### config.mk
export PLATFORM = sky130hd
export DESIGN_NAME = dtb_drop_port
export DESIGN_NICKNAME = d
export VERILOG_FILES = /design/src/include/dtb_pkg.sv /design/src/include/dtb_chan_if.sv /design/src/logic/dtb_chan.sv /design/src/logic/dtb_drop_port.sv
export SDC_FILE = /design/constraint.sdc
export NUM_CORES = 1
export LEC_CHECK = 0
export ABC_AREA = 1
export BUFFER_PORTS_ARGS = -buffer_cell sky130_fd_sc_hd__buf_4
export CELL_PAD_IN_SITES_DETAIL_PLACEMENT = 1
export CELL_PAD_IN_SITES_GLOBAL_PLACEMENT = 1
export CORE_MARGIN = 2
export CORE_UTILIZATION = 34
export CTS_BUF_LIST = sky130_fd_sc_hd__clkbuf_4 sky130_fd_sc_hd__clkbuf_8
export CTS_CLUSTER_SIZE = 10
export DETAILED_ROUTE_END_ITERATION = 10
export PLACE_DENSITY = 0.83
export SLEW_MARGIN = 30
export SYNTH_ARGS = -nofsm -noshare
export SYNTH_HDL_FRONTEND = slang
export SYNTH_SLANG_ARGS = --single-unit
### constraint.sdc
create_clock -name clk_i -period 2 [get_ports clk_i]
set_clock_uncertainty 0.1 [all_clocks]
set_input_delay 0.3 -clock clk_i [delete_from_list [all_inputs] [get_ports clk_i]]
set_output_delay 0.3 -clock clk_i [all_outputs]
set_load 0.03 [all_outputs]
### src/include/dtb_pkg.sv
// Constants, register map and helpers for the drop telecom bus port
package dtb_pkg;

  // ----------------------------------------
  // Structure
  // ----------------------------------------
  localparam int DTB_CHANNELS = 3;
  localparam int DTB_DATA_W = 8;
  localparam int DTB_WB_ADR_W = 12;

  // ----------------------------------------
  // Rates
  // ----------------------------------------
  // Bus clock rates in kHz
  localparam int DTB_STS3_KHZ = 19440;
  localparam int DTB_STS1_KHZ = 6480;
  // Link edges per bus clock period in STS-1 mode
  localparam int DTB_STS1_DIV = DTB_STS3_KHZ / DTB_STS1_KHZ;
  localparam logic [1:0] DTB_DIV_LAST = 2'(DTB_STS1_DIV - 1);

  // ----------------------------------------
  // Register indexes (byte address is four times the index)
  // ----------------------------------------
  localparam logic [9:0] DTB_IDX_BUS_CTRL = 10'h013B;
  localparam logic [9:0] DTB_IDX_CHAN_CFG = 10'h0140;
  localparam logic [9:0] DTB_IDX_IRQ_STAT = 10'h0141;
  localparam logic [9:0] DTB_IDX_IRQ_MASK = 10'h0142;
  localparam logic [9:0] DTB_IDX_LIVE = 10'h0143;

  // ----------------------------------------
  // Fields and reset values
  // ----------------------------------------
  // Bus control: parity sense and parity coverage
  localparam int DTB_CTRL_ODD_BIT = 0;
  localparam int DTB_CTRL_ALL_BIT = 1;
  localparam logic [7:0] DTB_CTRL_RESET = 8'h00;
  // Channel config: enables at [2:0], STS-1 mode at [6:4]
  localparam int DTB_CFG_EN_LSB = 0;
  localparam int DTB_CFG_STS1_LSB = 4;
  localparam logic [7:0] DTB_CFG_RESET = 8'h00;
  // Status, mask and live state: AIS field at [2:0], frame field at [6:4]
  localparam int DTB_EV_AIS_LSB = 0;
  localparam int DTB_EV_FRAME_LSB = 4;
  localparam logic [7:0] DTB_STAT_RESET = 8'h00;
  localparam logic [7:0] DTB_MASK_RESET = 8'h00;

  // ----------------------------------------
  // Helpers
  // ----------------------------------------
  // Parity over data, or over data plus indicator and phase pulse
  function automatic logic dtb_parity(input logic [9:0] v, input logic odd,
                                      input logic all);
    logic [9:0] m;
    m = all ? v : {2'b00, v[7:0]};
    return (^m) ^ odd;
  endfunction

endpackage

### src/include/dtb_chan_if.sv
// Per-channel carrier between register top and channel engine
`timescale 1ns/1ps
interface dtb_chan_if;
  import dtb_pkg::*;
  logic en;
  logic sts1;
  logic par_odd;
  logic par_all;
  logic link_clk;
  logic [DTB_DATA_W-1:0] src_data;
  logic src_toh;
  logic src_c1;
  logic src_j1;
  logic src_ais;
  logic src_take;
  logic bus_clk;
  logic [DTB_DATA_W-1:0] bus_data;
  logic pl;
  logic phase;
  logic parity;
  logic alarm;
  logic ev_ais;
  logic ev_frame;
  logic frame_seen;

  modport top (
    output en, sts1, par_odd, par_all, link_clk,
    output src_data, src_toh, src_c1, src_j1, src_ais,
    input src_take, bus_clk, bus_data, pl, phase, parity, alarm,
    input ev_ais, ev_frame, frame_seen
  );
  modport chan (
    input en, sts1, par_odd, par_all, link_clk,
    input src_data, src_toh, src_c1, src_j1, src_ais,
    output src_take, bus_clk, bus_data, pl, phase, parity, alarm,
    output ev_ais, ev_frame, frame_seen
  );
endinterface

### src/logic/dtb_chan.sv
// Channel engine: link clock recovery, bus clock and byte launch
`timescale 1ns/1ps
module dtb_chan (
  input wire logic clk_i, // System clock
  input wire logic rst_i, // Synchronous reset
  dtb_chan_if.chan ch     // Channel carrier
);
  import dtb_pkg::*;

  logic lclk_meta_reg;
  logic lclk_sync_reg;
  logic lclk_prev_reg;
  logic [1:0] div_reg;
  logic lrise;
  logic lfall;
  logic tick;
  logic frame_seen_reg;
  logic live;
  logic pl_next;
  logic phase_next;
  logic alarm_next;
  logic bus_clk_reg;
  logic [DTB_DATA_W-1:0] data_reg;
  logic pl_reg;
  logic phase_reg;
  logic par_reg;
  logic alarm_reg;
  logic ev_ais_reg;
  logic ev_frame_reg;

  // ----------------------------------------
  // Link clock sampling
  // ----------------------------------------
  // Two stages before any edge logic
  always_ff @(posedge clk_i) begin
    if (rst_i) begin
      lclk_meta_reg <= 1'b0;
      lclk_sync_reg <= 1'b0;
      lclk_prev_reg <= 1'b0;
    end else begin
      lclk_meta_reg <= ch.link_clk;
      lclk_sync_reg <= lclk_meta_reg;
      lclk_prev_reg <= lclk_sync_reg;
    end
  end

  assign lrise = lclk_sync_reg & ~lclk_prev_reg;
  assign lfall = ~lclk_sync_reg & lclk_prev_reg;

  // rate divider
  always_ff @(posedge clk_i) begin
    if (rst_i || !ch.en || !ch.sts1) begin
      div_reg <= 2'd0;
    end else if (lrise) begin
      div_reg <= (div_reg == DTB_DIV_LAST) ? 2'd0 : 2'(div_reg + 2'd1);
    end
  end

  // One launch per bus clock period
  assign tick = ch.en & lrise & (div_reg == 2'd0);

  // bus clock output
  always_ff @(posedge clk_i) begin
    if (rst_i || !ch.en) begin
      bus_clk_reg <= 1'b0;
    end else if (tick) begin
      bus_clk_reg <= 1'b1;
    end else if (lfall && (div_reg == 2'd0 || div_reg == DTB_DIV_LAST)) begin
      bus_clk_reg <= 1'b0;
    end
  end

  // ----------------------------------------
  // Byte launch
  // ----------------------------------------
  // quiet until first C1
  always_ff @(posedge clk_i) begin
    if (rst_i || !ch.en) begin
      frame_seen_reg <= 1'b0;
    end else if (tick && ch.src_c1) begin
      frame_seen_reg <= 1'b1;
    end
  end

  assign live = frame_seen_reg | ch.src_c1;
  // indicator and phase
  assign pl_next = live & ~ch.src_c1 & (ch.src_j1 | ~ch.src_toh);
  assign phase_next = live & (ch.src_c1 | ch.src_j1);
  // alarm follows path AIS
  assign alarm_next = live & ch.src_ais;

  // all outputs launched with the clock rise
  always_ff @(posedge clk_i) begin
    if (rst_i || !ch.en) begin
      data_reg <= '0;
      pl_reg <= 1'b0;
      phase_reg <= 1'b0;
      alarm_reg <= 1'b0;
      par_reg <= 1'b0;
    end else if (tick) begin
      data_reg <= ch.src_data;
      pl_reg <= pl_next;
      phase_reg <= phase_next;
      alarm_reg <= alarm_next;
      // parity sense and coverage
      par_reg <= dtb_parity({pl_next, phase_next, ch.src_data}, ch.par_odd, ch.par_all);
    end
  end

  // Event pulses for the status register
  always_ff @(posedge clk_i) begin
    if (rst_i) begin
      ev_ais_reg <= 1'b0;
      ev_frame_reg <= 1'b0;
    end else begin
      ev_ais_reg <= tick & alarm_next & ~alarm_reg;
      ev_frame_reg <= tick & ch.src_c1;
    end
  end

  // Outputs to the top
  assign ch.src_take = tick;
  assign ch.bus_clk = bus_clk_reg;
  assign ch.bus_data = data_reg;
  assign ch.pl = pl_reg;
  assign ch.phase = phase_reg;
  assign ch.parity = par_reg;
  assign ch.alarm = alarm_reg;
  assign ch.ev_ais = ev_ais_reg;
  assign ch.ev_frame = ev_frame_reg;
  assign ch.frame_seen = frame_seen_reg;

endmodule

### src/logic/dtb_drop_port.sv
// Three-channel drop telecom bus output port with Wishbone registers
//
// Notes on behaviour
// Every drop bus output changes together with the rise of that channel's bus clock.
// The bus clock runs at the STS-3 rate, or at a third of it in STS-1 mode.
// The payload indicator is low for the whole period of a transport overhead byte.
// The payload indicator is high for every period carrying a non-overhead byte.
// C1 is marked by a one-period phase pulse with the payload indicator low.
// J1 is marked by a one-period phase pulse with the payload indicator high.
// Parity may cover the eight data bits only, even or odd as chosen.
// Parity may instead also cover the payload indicator and the phase pulse.
// Parity sense and coverage are chosen in the bus control register.
// The alarm output is high with data carrying path AIS and low otherwise.
// The data bus is eight bits wide with bit 0 as least significant.
// Bit 7 of the data bus is the most significant bit.
// The pins carry the bus only while the channel is enabled, else the alternate function.
// Three independent channels each have their own full set of outputs.
// After reset the indicator, phase pulse and alarm stay low until a frame starts.
`timescale 1ns/1ps
module dtb_drop_port (
  input wire logic clk_i,                                    // System clock
  input wire logic rst_i,                                    // Synchronous reset
  input wire logic wb_cyc_i,                                 // Bus cycle
  input wire logic wb_stb_i,                                 // Strobe
  input wire logic wb_we_i,                                  // Write enable
  input wire logic [dtb_pkg::DTB_WB_ADR_W-1:0] wb_adr_i,     // Byte address
  input wire logic [3:0] wb_sel_i,                           // Byte lanes
  input wire logic [31:0] wb_dat_i,                          // Write data
  output logic [31:0] wb_dat_o,                              // Read data
  output logic wb_ack_o,                                     // Acknowledge
  output logic irq_o,                                        // Interrupt level
  input wire logic [dtb_pkg::DTB_CHANNELS-1:0] drop_link_clk_i,  // Byte-rate link clock
  input wire logic [dtb_pkg::DTB_CHANNELS-1:0][7:0] src_data_i,  // Next byte
  input wire logic [dtb_pkg::DTB_CHANNELS-1:0] src_toh_i,    // Next byte is overhead
  input wire logic [dtb_pkg::DTB_CHANNELS-1:0] src_c1_i,     // Next byte is C1
  input wire logic [dtb_pkg::DTB_CHANNELS-1:0] src_j1_i,     // Next byte is J1
  input wire logic [dtb_pkg::DTB_CHANNELS-1:0] src_ais_i,    // Next byte under path AIS
  output logic [dtb_pkg::DTB_CHANNELS-1:0] src_take_o,       // Byte taken pulse
  input wire logic [dtb_pkg::DTB_CHANNELS-1:0] alt_clock_i,  // Alternate clock pin value
  input wire logic [dtb_pkg::DTB_CHANNELS-1:0][7:0] alt_data_i,  // Alternate data pins
  input wire logic [dtb_pkg::DTB_CHANNELS-1:0][3:0] alt_misc_i,  // Alternate indicator pins
  output logic [dtb_pkg::DTB_CHANNELS-1:0] drop_bus_clock_o,     // Bus clock
  output logic [dtb_pkg::DTB_CHANNELS-1:0][7:0] drop_bus_data_o, // Bus data
  output logic [dtb_pkg::DTB_CHANNELS-1:0] payload_indicator_o,  // Payload indicator
  output logic [dtb_pkg::DTB_CHANNELS-1:0] frame_phase_pulse_o,  // C1/J1 phase pulse
  output logic [dtb_pkg::DTB_CHANNELS-1:0] drop_bus_parity_o,    // Parity
  output logic [dtb_pkg::DTB_CHANNELS-1:0] path_ais_alarm_o      // Path AIS alarm
);
  import dtb_pkg::*;

  logic [7:0] ctrl_reg;
  logic [7:0] cfg_reg;
  logic [7:0] stat_reg;
  logic [7:0] mask_reg;
  logic [7:0] stat_next;
  logic [7:0] live_state;
  logic [7:0] rd_mux;
  logic [31:0] rdata_reg;
  logic ack_reg;
  logic req;
  logic wr_lane0;
  logic [9:0] idx;
  logic [DTB_CHANNELS-1:0] ev_ais;
  logic [DTB_CHANNELS-1:0] ev_frame;
  logic [DTB_CHANNELS-1:0] alarm_now;
  logic [DTB_CHANNELS-1:0] seen_now;

  dtb_chan_if ch[DTB_CHANNELS] ();

  // ----------------------------------------
  // Wishbone slave
  // ----------------------------------------
  // New request, not yet answered
  assign req = wb_cyc_i & wb_stb_i & ~ack_reg;
  assign wr_lane0 = req & wb_we_i & wb_sel_i[0];
  assign idx = wb_adr_i[DTB_WB_ADR_W-1:2];

  // Acknowledge one cycle after the request, drop the next
  always_ff @(posedge clk_i) begin
    if (rst_i) begin
      ack_reg <= 1'b0;
    end else begin
      ack_reg <= req;
    end
  end

  // parity selection register
  always_ff @(posedge clk_i) begin
    if (rst_i) begin
      ctrl_reg <= DTB_CTRL_RESET;
    end else if (wr_lane0 && idx == DTB_IDX_BUS_CTRL) begin
      ctrl_reg <= wb_dat_i[7:0];
    end
  end

  // channel enable and mode register
  always_ff @(posedge clk_i) begin
    if (rst_i) begin
      cfg_reg <= DTB_CFG_RESET;
    end else if (wr_lane0 && idx == DTB_IDX_CHAN_CFG) begin
      cfg_reg <= wb_dat_i[7:0];
    end
  end

  // Interrupt mask
  always_ff @(posedge clk_i) begin
    if (rst_i) begin
      mask_reg <= DTB_MASK_RESET;
    end else if (wr_lane0 && idx == DTB_IDX_IRQ_MASK) begin
      mask_reg <= wb_dat_i[7:0];
    end
  end

  // Sticky status: write one clears, a new event wins over the clear
  always_comb begin
    stat_next = stat_reg;
    if (wr_lane0 && idx == DTB_IDX_IRQ_STAT) begin
      stat_next = stat_reg & ~wb_dat_i[7:0];
    end
    stat_next[DTB_EV_AIS_LSB +: DTB_CHANNELS] =
      stat_next[DTB_EV_AIS_LSB +: DTB_CHANNELS] | ev_ais;
    stat_next[DTB_EV_FRAME_LSB +: DTB_CHANNELS] =
      stat_next[DTB_EV_FRAME_LSB +: DTB_CHANNELS] | ev_frame;
  end

  always_ff @(posedge clk_i) begin
    if (rst_i) begin
      stat_reg <= DTB_STAT_RESET;
    end else begin
      stat_reg <= stat_next;
    end
  end

  // Interrupt level from unmasked status
  assign irq_o = |(stat_reg & mask_reg);

  // Live state view
  always_comb begin
    live_state = 8'h00;
    live_state[DTB_EV_AIS_LSB +: DTB_CHANNELS] = alarm_now;
    live_state[DTB_EV_FRAME_LSB +: DTB_CHANNELS] = seen_now;
  end

  // Read decode, unmapped reads as zero
  always_comb begin
    unique case (idx)
      DTB_IDX_BUS_CTRL: rd_mux = ctrl_reg;
      DTB_IDX_CHAN_CFG: rd_mux = cfg_reg;
      DTB_IDX_IRQ_STAT: rd_mux = stat_reg;
      DTB_IDX_IRQ_MASK: rd_mux = mask_reg;
      DTB_IDX_LIVE: rd_mux = live_state;
      default: rd_mux = 8'h00;
    endcase
  end

  always_ff @(posedge clk_i) begin
    if (rst_i) begin
      rdata_reg <= 32'h0000_0000;
    end else if (req) begin
      rdata_reg <= {24'h00_0000, rd_mux};
    end
  end

  assign wb_ack_o = ack_reg;
  assign wb_dat_o = rdata_reg;

  // ----------------------------------------
  // Channels
  // ----------------------------------------
  // three independent channels
  for (genvar g = 0; g < DTB_CHANNELS; g++) begin : g_chan
    logic en;

    assign en = cfg_reg[DTB_CFG_EN_LSB + g];
    assign ch[g].en = en;
    assign ch[g].sts1 = cfg_reg[DTB_CFG_STS1_LSB + g];
    assign ch[g].par_odd = ctrl_reg[DTB_CTRL_ODD_BIT];
    assign ch[g].par_all = ctrl_reg[DTB_CTRL_ALL_BIT];
    assign ch[g].link_clk = drop_link_clk_i[g];
    assign ch[g].src_data = src_data_i[g];
    assign ch[g].src_toh = src_toh_i[g];
    assign ch[g].src_c1 = src_c1_i[g];
    assign ch[g].src_j1 = src_j1_i[g];
    assign ch[g].src_ais = src_ais_i[g];

    dtb_chan u_chan (
      .clk_i (clk_i),
      .rst_i (rst_i),
      .ch (ch[g])
    );

    assign src_take_o[g] = ch[g].src_take;
    assign ev_ais[g] = ch[g].ev_ais;
    assign ev_frame[g] = ch[g].ev_frame;
    assign alarm_now[g] = ch[g].alarm;
    assign seen_now[g] = ch[g].frame_seen;

    // pins carry alternate function while disabled
    assign drop_bus_clock_o[g] = en ? ch[g].bus_clk : alt_clock_i[g];
    assign drop_bus_data_o[g] = en ? ch[g].bus_data : alt_data_i[g];
    assign payload_indicator_o[g] = en ? ch[g].pl : alt_misc_i[g][0];
    assign frame_phase_pulse_o[g] = en ? ch[g].phase : alt_misc_i[g][1];
    assign drop_bus_parity_o[g] = en ? ch[g].parity : alt_misc_i[g][2];
    assign path_ais_alarm_o[g] = en ? ch[g].alarm : alt_misc_i[g][3];
  end

endmodule

==> results of run 1 <==
-- through the flow --
stage	cells	setup TNS [ns]	util [%]	hold slack [ns]	setup slack, ns
after floorplan	793	0	-	0.2883	0.1248
after global placement	1108	0	43.47	0.2905	0.2266
after detailed placement	1108	0	43.47	0.2999	0.09006
after CTS	1129	0	45.38	0.04138	0.002202
after global routing	1133	-0.03801	45.70	0.07611	-0.03801
final	1133	0	45.70	0.06452	0.1004
-- final cells by class --
class	count	area (sq um)
tap	188	235.2
timing repair buffer	188	1426
fill	1995	8255
clock inverter	7	103.9
sequential	104	2085
inverter	88	335.3
multi-input combinational	549	2638
clock buffer	9	123.9
-- cells in the mapped netlist (all sizes together) --
library cell	count
o21ai	98
nand2	196
a221oi	2
xor2	12
o21bai	1
xnor2	12
a311oi	1
conb	1
nand3	40
buf	36
dfxtp	104
a31oi	1
inv	87
clkbuf	16
nand4	3
a22o	1
or2	1
nor2	70
o211ai	4
clkinv	1
a21oi	72
a21boi	1
nor4	1
nor3	9
-- metal layers --
| layer | wire length (microns) | part of all wire, % |
|---|---|---|
| met4 | 250 | 1.6 |
| met5 | 0 | 0 |
| met3 | 853 | 5.4 |
| met1 | 7109 | 45 |
| met2 | 7676 | 48 |
-- repair_timing --
item	in CTS	in global routing
hold buffers	3	0
setup endpoints to repair	20	22
gates resized for setup	8	8
pin swaps	0	1
setup buffers	2	4
hold endpoints to repair	3	0
-- kinds of logic after synthesis --
| group | share of synthesized area, % |
|---|---|
| buffers and inverters | 12.53 |
| flip-flops | 39.48 |
| other | 0.07111 |
| AO/OA/AOI/OAI | 18.06 |
| AND/OR/NAND/NOR | 25.88 |
| XOR/XNOR | 3.986 |
-- worst min-delay path, delay by kind of cell --
family | cells | cell delay [ns]
buffers and inverters | 1 | 0.10
and+or+nand+nor | 3 | 0.13
-- worst paths after layout --
path / startpoint / end / slack [ns] / cells past startpoint
max: g_chan[0].u_chan.lclk_sync_reg / src_take_o[0] / 0.10 / 5
min: wb_dat_i[7] / stat_reg[7] / 0.06 / 4
min reg2reg: g_chan[0].u_chan.lclk_meta_reg / g_chan[0].u_chan.lclk_sync_reg / 0.31 / 2
max reg2reg: g_chan[0].u_chan.lclk_sync_reg / g_chan[0].u_chan.ch.bus_data[7] / 0.24 / 7
-- layout by cell type (no fill, tap or decap), types with 7 or more instances in the layout --
| cell type | netlist | routed |
|---|---|---|
| nor2_2 | 7 | 7 |
| o21ai_0 | 94 | 91 |
| inv_1 | 86 | 84 |
| conb_1 | 1 | 24 |
| dfxtp_1 | 104 | 102 |
| nor2_1 | 59 | 57 |
| a21oi_1 | 70 | 70 |
| clkbuf_8 | 0 | 9 |
| nand3_1 | 38 | 38 |
| buf_4 | 27 | 183 |
| nor3_1 | 9 | 9 |
| xor2_1 | 12 | 12 |
| xnor2_1 | 12 | 12 |
| nand2_1 | 194 | 192 |
-- power breakdown --
| group | switching (mW) | internal, mW | total (mW) |
|---|---|---|---|
| Clock | 0.817 | 0.721 | 1.54 |
| Combinational | 0.405 | 0.287 | 0.693 |
| Sequential | 0.00621 | 2.08 | 2.09 |
==> metrics.md, run 1 <==
| Metric | Value |
|---|---|
| Worst IR drop on VDD | `0.2811 mV` |
| Via density | `4.773` |
| Die span in y | `128.5 microns` |
| Grt ovf | `0` |
| CTS HTree Levels | `3` |
| Outcome | `finished clean` |
| Final setup viols | `0` |
| Die area | `16520 sq um` |
| Final nets | `approximately 1100` |
| #FFs+latches synth | `104` |
| Share of cells above drive strength 1 | `24.44%` |
| Crit Path Max Fanout | `7` |
| Post-Syn Area | `5274 sq um` |
| Total CTS buffers | `9` |
| Avg Synthesized Cell Area | `about 6.8 sq um` |
| Crit path DAT | `1.50 ns` |
| Global-route wire length before repair | `~26000 microns` |
| Clk Latency, worst-skew pair | `~0.39 ns` |
| DP Area | `6609 sq um` |
| Slowest cell delay on critical path | `0.32 ns` |
| Worst-path cell chain | `inv_1 > nor2_1 > nand3_1 > nor2_4 > buf_4` |
| Wire per inst | `~14 microns` |
| Leak pwr | `3.008 nW` |
| Max FFs per register | `24` |
| Crit path buf inv count | `2` |
| Pre-antenna DRT Iters | `4` |
| Warnings from Yosys | `0` |
| Largest net degree at the start of global routing | `29` |
| Buffers on Ports | `153` |
| Hold WC Path Type | `in2reg` |
| Critical path endpoint category | `output pin` |
| Post-route ant nets | `0` |
| Row cnt | `45` |
| Met2 GRT Util | `33.64%` |
| Cells after Synth | `770` |
| P per Cell Area | `622.1 nW/um^2` |
| CTS Sinks | `104` |
| Max Slew Vio Count | `0` |
| GRT met1 Usage | `about a quarter` |
| Top delay family on crit path | `simple AND/OR/NAND/NOR gates` |
| CTS tree | `yes` |
| Total track usage | `19.57%` |
| Worst-path clk slew | `around 0.11 ns` |
| RSZ-0062 raised after global routing | `true` |
| CP required | `1.60 ns` |
| RD Place Congestion | `around 0.8` |
| Max Freq | `526.4 MHz` |
| Hpwl dp | `12010 microns` |
| Crit path kind | `reg2out` |
| Total core area | `15200 sq um` |
| Ports | `207` |
| Total number of vias | `approximately 5400` |
| DRC viols | `0` |
| Final wirelength | `15890 microns` |
| Initial antenna violation count | `0` |
| Startpoint types | `flop` |
| Min cycle time layout | `between 1.5 and 2 ns` |
| Layout Area Growth over Synthesis | `31.72%` |
| Synth unique cells | `39` |
| Max-cap viol count | `0` |
| Crit-path slowest cell | `dfxtp_1` |
| Seq/Total Area, Yosys | `39.48%` |
| Top cells by area, synth | `dfxtp_1, nand2_1, o21ai_0` |
| Final hold vios | `0` |
| Initial Util | `34.69%` |
| Design Power | `4.321 mW` |
| Vias in the first global route | `between 5000 and 6000` |
| GR peak layer | `met2` |
| M3 GR Usage | `roughly 3.3%` |
| Die Wd | `128.5 microns` |
| Initial drt markers | `165` |
| Worst-case clock buffer depth | `2` |
| Worst rel slew slack | `63.73%` |
| Tightest Pin Transition | `between 0.5 and 0.6 ns` |
| N_diodes | `0` |
| Post-route cell area | `~6900 sq um` |
| Area leader, netlist | `dfxtp_1` |
| Final period util | `94.98%` |
| Root Driver | `clkbuf_8` |
| Proportion of netlist area held by the largest area contributor | `39.48%` |
No activity file was read; power rests on OpenSTA's default activity.
==> run 2, diff against run 1 <==
--- a/config.mk
+++ b/config.mk
@@ -9,6 +9,7 @@
 export BUFFER_PORTS_ARGS = -buffer_cell sky130_fd_sc_hd__buf_4
 export CELL_PAD_IN_SITES_DETAIL_PLACEMENT = 1
 export CELL_PAD_IN_SITES_GLOBAL_PLACEMENT = 1
+export CORE_ASPECT_RATIO = 0.7
 export CORE_MARGIN = 2
 export CORE_UTILIZATION = 34
 export CTS_BUF_LIST = sky130_fd_sc_hd__clkbuf_4 sky130_fd_sc_hd__clkbuf_8
==> run 2 against run 1 <==
  * Die area about the same
  * Register-to-register slack gained 0.14 ns
  * Worst hold slack got worse by 0.045 ns
  * First-iteration DRC count is 30% higher
  * Sequential share of layout area rose by 0.16 points
  * Combinational power is essentially flat
  * Cell count grew 0.71%
==> metrics.md, run 2 (same netlist as run 1, synthesis figures left out) <==
| Metric | Value |
|---|---|
| Outcome | `finished clean` |
| Startpoint types | `flop` |
| Hold WC Path Type | `in2reg` |
| Crit Path Max Fanout | `3 (-4)` |
| Clk Latency, worst-skew pair | `0.37 ns (-0.02 ns)` |
| DR top layer | `met4` |
| Final wirelength | `16060 microns (+1.1%)` |
| Total CTS buffers | `9 (unchanged)` |
| Grt ovf | `0 (unchanged)` |
| Sequential power share | `49.8% (+1.4 points)` |
| Crit path kind | `reg2out` |
| Initial Util | `34.45% (-0.24 points)` |
| DP Area | `6659 sq um (+0.76%)` |
| Most frequent cells in the layout | `nand2_1, buf_4, dfxtp_1` |
| CTS HTree Levels | `3 (unchanged)` |
| Die area | `16540 sq um (about the same)` |
| Die span in y | `108.2 microns (-16%)` |
| Final hold vios | `0 (unchanged)` |
| Worst IR drop on VDD | `0.3264 mV (+16%)` |
| Total number of vias | `5426 (+0.33%)` |
| M1 WL | `7641 microns (+7.5%)` |
| Total core area | `15310 sq um (+0.71%)` |
| Min cycle time layout | `1.900 ns (+0.0004880 ns)` |
| Share of cells above drive strength 1 | `24.34% (-0.11 points)` |
| RD Place Congestion | `0.8107 (+0.35%)` |
| RSZ-0062 raised after global routing | `false` |
| Leak pwr | `2.991 nW (-0.58%)` |
| CTS Sinks | `104 (unchanged)` |
| Wire per inst | `14.08 microns (+0.39%)` |
| Hpwl dp | `12660 microns (+5.4%)` |
| Setup Total Neg Slack | `0 ns (unchanged)` |
| P per Cell Area | `608.8 nW/um^2 (-2.1%)` |
| Tightest Pin Transition | `0.5502 ns (+0.006840 ns)` |
| Worst-case clock buffer depth | `2 (unchanged)` |
| Most common cell after layout, fill and taps aside | `nand2_1` |
| Combinational share of power | `16.5% (+0.5 points)` |
| Max-cap viol count | `0 (unchanged)` |
| Ports | `207 (unchanged)` |
| Critical path endpoint category | `output pin` |
| DRC viols | `0 (unchanged)` |
| WL met2 | `7435 microns (-3.1%)` |
| Crit path DAT | `1.50 ns (about the same)` |
| FF-to-FF setup slack | `0.38 ns (+0.14 ns)` |
| Die Wd | `152.9 microns (+19%)` |
| Max FFs per register | `24 (unchanged)` |
| Initial antenna violation count | `0 (unchanged)` |
| Reg-to-reg startpoint | `cfg_reg[1]` |
| Worst-path clk slew | `0.11 ns (about the same)` |
| Hold Crit Start | `drop_link_clk_i[1]` |
| Buffers on Ports | `153 (unchanged)` |
| Root Driver | `clkbuf_8` |
| Initial drt markers | `214 (+30%)` |
| Pre-antenna DRT Iters | `4 (unchanged)` |
| N_diodes | `0 (unchanged)` |
| Post-route cell area | `6907 sq um (-0.58%)` |
| Max Freq | `526.3 MHz (about the same)` |
| Via density | `4.755 (-0.37%)` |
| Layout Area Growth over Synthesis | `30.96%` |
| CTS tree | `yes` |
| P_int | `3.007 mW (-2.8%)` |
| Sw Ratio | `28.48% (+0.061 points)` |
| Final setup viols | `0 (unchanged)` |
| Metal3 WL | `867 microns (+1.6%)` |
| Global-route wire length before repair | `25650 microns (-0.64%)` |
| Final period util | `95.00% (about the same)` |
| NetSw | `1.197 mW (-2.5%)` |
| Row cnt | `38 (-16%)` |
| Total track usage | `19.20% (-0.37 points)` |
| Post-route ant nets | `0 (unchanged)` |
| Worst rel slew slack | `63.28% (-0.46 points)` |
| Clock Power Share | `33.7% (-1.9 points)` |
| CP required | `1.60 ns (about the same)` |
| Vias in the first global route | `5292 (-1.8%)` |
| Crit path from | `mask_reg[7]` |
| Max Slew Vio Count | `0 (unchanged)` |
| Largest net degree at the start of global routing | `23 (-21%)` |
| Final nets | `1067 (-0.37%)` |
run 2: cell types whose count changed in the layout (fill, tap and decap cells not counted), sizes merged:
cell | before | now
clkinv | 4 | 1
dlygate4sd3 | 3 | 0
inv | 88 | 91
buf | 185 | 184
bufinv | 2 | 1
clkbuf | 9 | 10
run 2: final timing paths:
path / endpoint / cells after the start
hold / removal: g_chan[1].u_chan.lclk_meta_reg / 3
setup reg to reg: g_chan[1].u_chan.ch.phase / 5
setup / recovery: irq_o / 4
hold reg to reg: g_chan[0].u_chan.lclk_sync_reg / 2
run 2: metrics by stage:
step                hold WS (ns)  utilization (%)  cells  setup WS [ns]  total power [mW]
detailed placement        0.2969            43.49   1123         0.1338             2.833
global route            0.003550            45.11   1141       0.003761             4.405
CTS                     0.001067            44.88   1139        0.01327             4.263
finish                   0.01975            45.11   1141        0.09993             4.204
global placement          0.2885            43.49   1123         0.2113             2.818
floorplan                 0.2883                -    793         0.1248             2.544
run 2: what timing repair did:
action / in CTS / in global routing
cloned: 0 / 0
buffers inserted: 0 / 2
gates resized for setup: 1 / 8
pin swaps: 0 / 0
endpoints found under the setup margin: 10 / 13
hold buffers: 0 / 0
run 2: power by group through the flow:
| stage | sequential [mW] | clock [mW] | combinational (mW) |
|---|---|---|---|
| after CTS | 2.09 | 1.47 | 0.696 |
| after floorplan | 2.15 | 0 | 0.390 |
| after global routing | 2.09 | 1.55 | 0.760 |
| final | 2.09 | 1.42 | 0.694 |
| after global placement | 2.14 | 0 | 0.679 |
| after detailed placement | 2.14 | 0 | 0.694 |
run 2: area by class of cell:
cell class | instances | area, sq um
Tap cell | 200 | 250.2
Sequential cell | 104 | 2083
Clock buffer | 10 | 137.6
Clock inverter | 6 | 72.57
Inverter | 88 | 336.6
Multi-Input combinational cell | 549 | 2633
Timing Repair Buffer | 184 | 1394
Fill cell | 2015 | 8403
run 2: layer usage:
layer,track usage (%),vias to the layer above
met2,32.48,127
met4,3.968,0
met5,0,-
met1,25.44,2541
li1,-,2749
met3,4.248,9
run 2: worst max-delay path, stage by stage, from the launching register on:
cell	delay, ns
dfxtp_1	0.34
a22o_1	0.25
a221oi_1	0.21
nand2_1	0.14
buf_4	0.19
==> run 3, diff against run 2 <==
--- a/config.mk
+++ b/config.mk
@@ -11,11 +11,11 @@
 export CELL_PAD_IN_SITES_GLOBAL_PLACEMENT = 1
 export CORE_ASPECT_RATIO = 0.7
 export CORE_MARGIN = 2
-export CORE_UTILIZATION = 34
+export CORE_UTILIZATION = 30
 export CTS_BUF_LIST = sky130_fd_sc_hd__clkbuf_4 sky130_fd_sc_hd__clkbuf_8
 export CTS_CLUSTER_SIZE = 10
 export DETAILED_ROUTE_END_ITERATION = 10
-export PLACE_DENSITY = 0.83
+export PLACE_DENSITY = 0.75
 export SLEW_MARGIN = 30
 export SYNTH_ARGS = -nofsm -noshare
 export SYNTH_HDL_FRONTEND = slang
==> constraint.sdc (replaced) <==
create_clock -name clk_i -period 2 [get_ports clk_i]
set_clock_uncertainty 0.1 [all_clocks]
set_input_delay 0.3 -clock clk_i [delete_from_list [all_inputs] [get_ports clk_i]]
set_output_delay 0.3 -clock clk_i [all_outputs]
set_load 0.005 [all_outputs]
==> run 3 against run 2 <==
  * Clock-buffer cell count stayed put
  * Sequential cell count stayed put
  * Sequential share of layout area hardly changed
  * Clock power hardly changed
  * Via count is 1.9% lower
  * Non-clock buffer count is 4 lower
  * First-iteration DRC count is 1.9% lower
  * Highest routed layer unchanged
==> metrics.md, run 3 (same netlist as run 1, synthesis figures left out) <==
| Metric | Value |
|---|---|
| CTS Sinks | `104 (unchanged)` |
| RD Place Congestion | `0.7753 (-4.4%)` |
| Final period util | `94.41% (-0.59 points)` |
| CTS tree | `yes` |
| Total number of vias | `5323 (-1.9%)` |
| CP required | `1.60 ns (about the same)` |
| Max-cap viol count | `0 (unchanged)` |
| Hold WC Path Type | `in2reg` |
| Outcome | `finished clean` |
| Die span in y | `114.9 microns (+6.2%)` |
| Final setup viols | `0 (unchanged)` |
| Setup Total Neg Slack | `0 ns (unchanged)` |
| Worst IR drop on VDD | `0.3285 mV (+0.66%)` |
| Final nets | `1063 (-0.37%)` |
| RSZ-0062 raised after global routing | `false` |
| Buffers on Ports | `153 (unchanged)` |
| Post-route ant nets | `0 (unchanged)` |
| Global-route wire length before repair | `25540 microns (-0.43%)` |
| Die area | `18670 sq um (+13%)` |
| P per Cell Area | `585.6 nW/um^2 (-3.8%)` |
| Layout Area Growth over Synthesis | `30.84% (about the same)` |
| Initial Util | `30.72% (-3.7 points)` |
| Root Driver | `clkbuf_8` |
| Final hold slack | `0.03817 ns (+0.01841 ns)` |
| Crit path DAT | `1.49 ns (about the same)` |
| Die Wd | `162.5 microns (+6.3%)` |
| Final wirelength | `16430 microns (+2.3%)` |
| Max Slew Vio Count | `0 (unchanged)` |
| Via density | `4.557 (-4.2%)` |
| Leak pwr | `2.961 nW (-0.99%)` |
| Min cycle time layout | `1.888 ns (-0.01188 ns)` |
| Crit path kind | `reg2out` |
| Tightest Pin Transition | `0.5419 ns (-0.008339 ns)` |
| N_diodes | `0 (unchanged)` |
| Total core area | `17170 sq um (+12%)` |
| CTS HTree Levels | `3 (unchanged)` |
| Final hold vios | `0 (unchanged)` |
| Critical path endpoint category | `output pin` |
| Wire per inst | `14.07 microns (about the same)` |
| Worst-path clk slew | `0.10 ns (about the same)` |
| Total CTS buffers | `9 (unchanged)` |
| Setup Buffers After CTS | `0 (unchanged)` |
| Most common cell after layout, fill and taps aside | `nand2_1` |
| Max FFs per register | `24 (unchanged)` |
| Startpoint types | `flop` |
| Max Freq | `529.6 MHz (+0.63%)` |
| Initial drt markers | `210 (-1.9%)` |
| Worst-case clock buffer depth | `2 (unchanged)` |
| Initial antenna violation count | `0 (unchanged)` |
| Share of cells above drive strength 1 | `23.91% (-0.43 points)` |
| Ports | `207 (unchanged)` |
| DRC viols | `0 (unchanged)` |
| Vias in the first global route | `5129 (-3.1%)` |
| Total track usage | `17.13% (-2.1 points)` |
| Worst rel slew slack | `63.83% (+0.56 points)` |
| Grt ovf | `0 (unchanged)` |
| Hpwl dp | `12810 microns (+1.3%)` |
| Largest net degree at the start of global routing | `22 (-4.3%)` |
| Row cnt | `40 (+5.3%)` |
| Most frequent cells in the layout | `nand2_1, buf_4, dfxtp_1` |
| Clk Latency, worst-skew pair | `0.38 ns (about the same)` |
| Crit Path Max Fanout | `3 (unchanged)` |
| Final Util | `40.20% (-4.9 points)` |
| Pre-antenna DRT Iters | `4 (unchanged)` |
run 3: per-layer routing:
layer  vias up  routed length [microns]  track usage, %
li1       2742                        -               -
met1      2438                     8105           23.71
met2       135                     7228           27.77
met3         8                      965           3.752
met4         0                      129           3.304
met5         -                        0               0
run 3: what timing repair did:
item                                    in CTS  in global routing
hold endpoints to repair                     2                  0
gates resized for setup                      5                  5
pin swaps                                    0                  0
hold buffers                                 2                  0
endpoints found under the setup margin      17                  3
run 3: path summary, 6_finish.rpt:
kind	end	slack (ns)	cells past startpoint	startpoint
min reg2reg	g_chan[0].u_chan.lclk_sync_reg	0.31	2	g_chan[0].u_chan.lclk_meta_reg
max	irq_o	0.11	4	mask_reg[7]
min	g_chan[2].u_chan.lclk_meta_reg	0.04	3	drop_link_clk_i[2]
max reg2reg	g_chan[1].u_chan.ch.phase	0.35	4	cfg_reg[1]
run 3: area by class of cell:
cell class                 instances  area [sq um]
tap                              231         289.0
fill                            2257         10270
sequential                       104          2085
timing repair buffer             180          1356
clock buffer                      10         131.4
multi-input combinational        549          2630
inverter                          88         335.3
clock inverter                     6         73.82
run 3: power by group:
group          internal [mW]  total (mW)  switching, mW  leakage [nW]
combinational          0.284       0.549          0.266          2.02
clock                  0.612        1.40          0.787         0.105
sequential              2.08        2.09        0.00682         0.841
run 3: stage by stage:
| step | power (mW) | cells | worst slack, ns | area (sq um) |
|---|---|---|---|---|
| after floorplan | 2.399 | 793 | 0.4435 | 5360 |
| after global routing | 4.234 | 1168 | 0.01165 | 6900 |
| final | 4.041 | 1168 | 0.1118 | 6900 |
| after detailed placement | 2.686 | 1150 | 0.07806 | 6655 |
| after CTS | 4.091 | 1168 | 0.01360 | 6890 |
| after global placement | 2.673 | 1150 | 0.1317 | 6655 |
run 3: worst max-delay path: stages (launching register included):
cell and delay (ns):
dfxtp_1 0.35, a22o_1 0.25, a221oi_1 0.21, nand2_1 0.15, buf_4 0.16
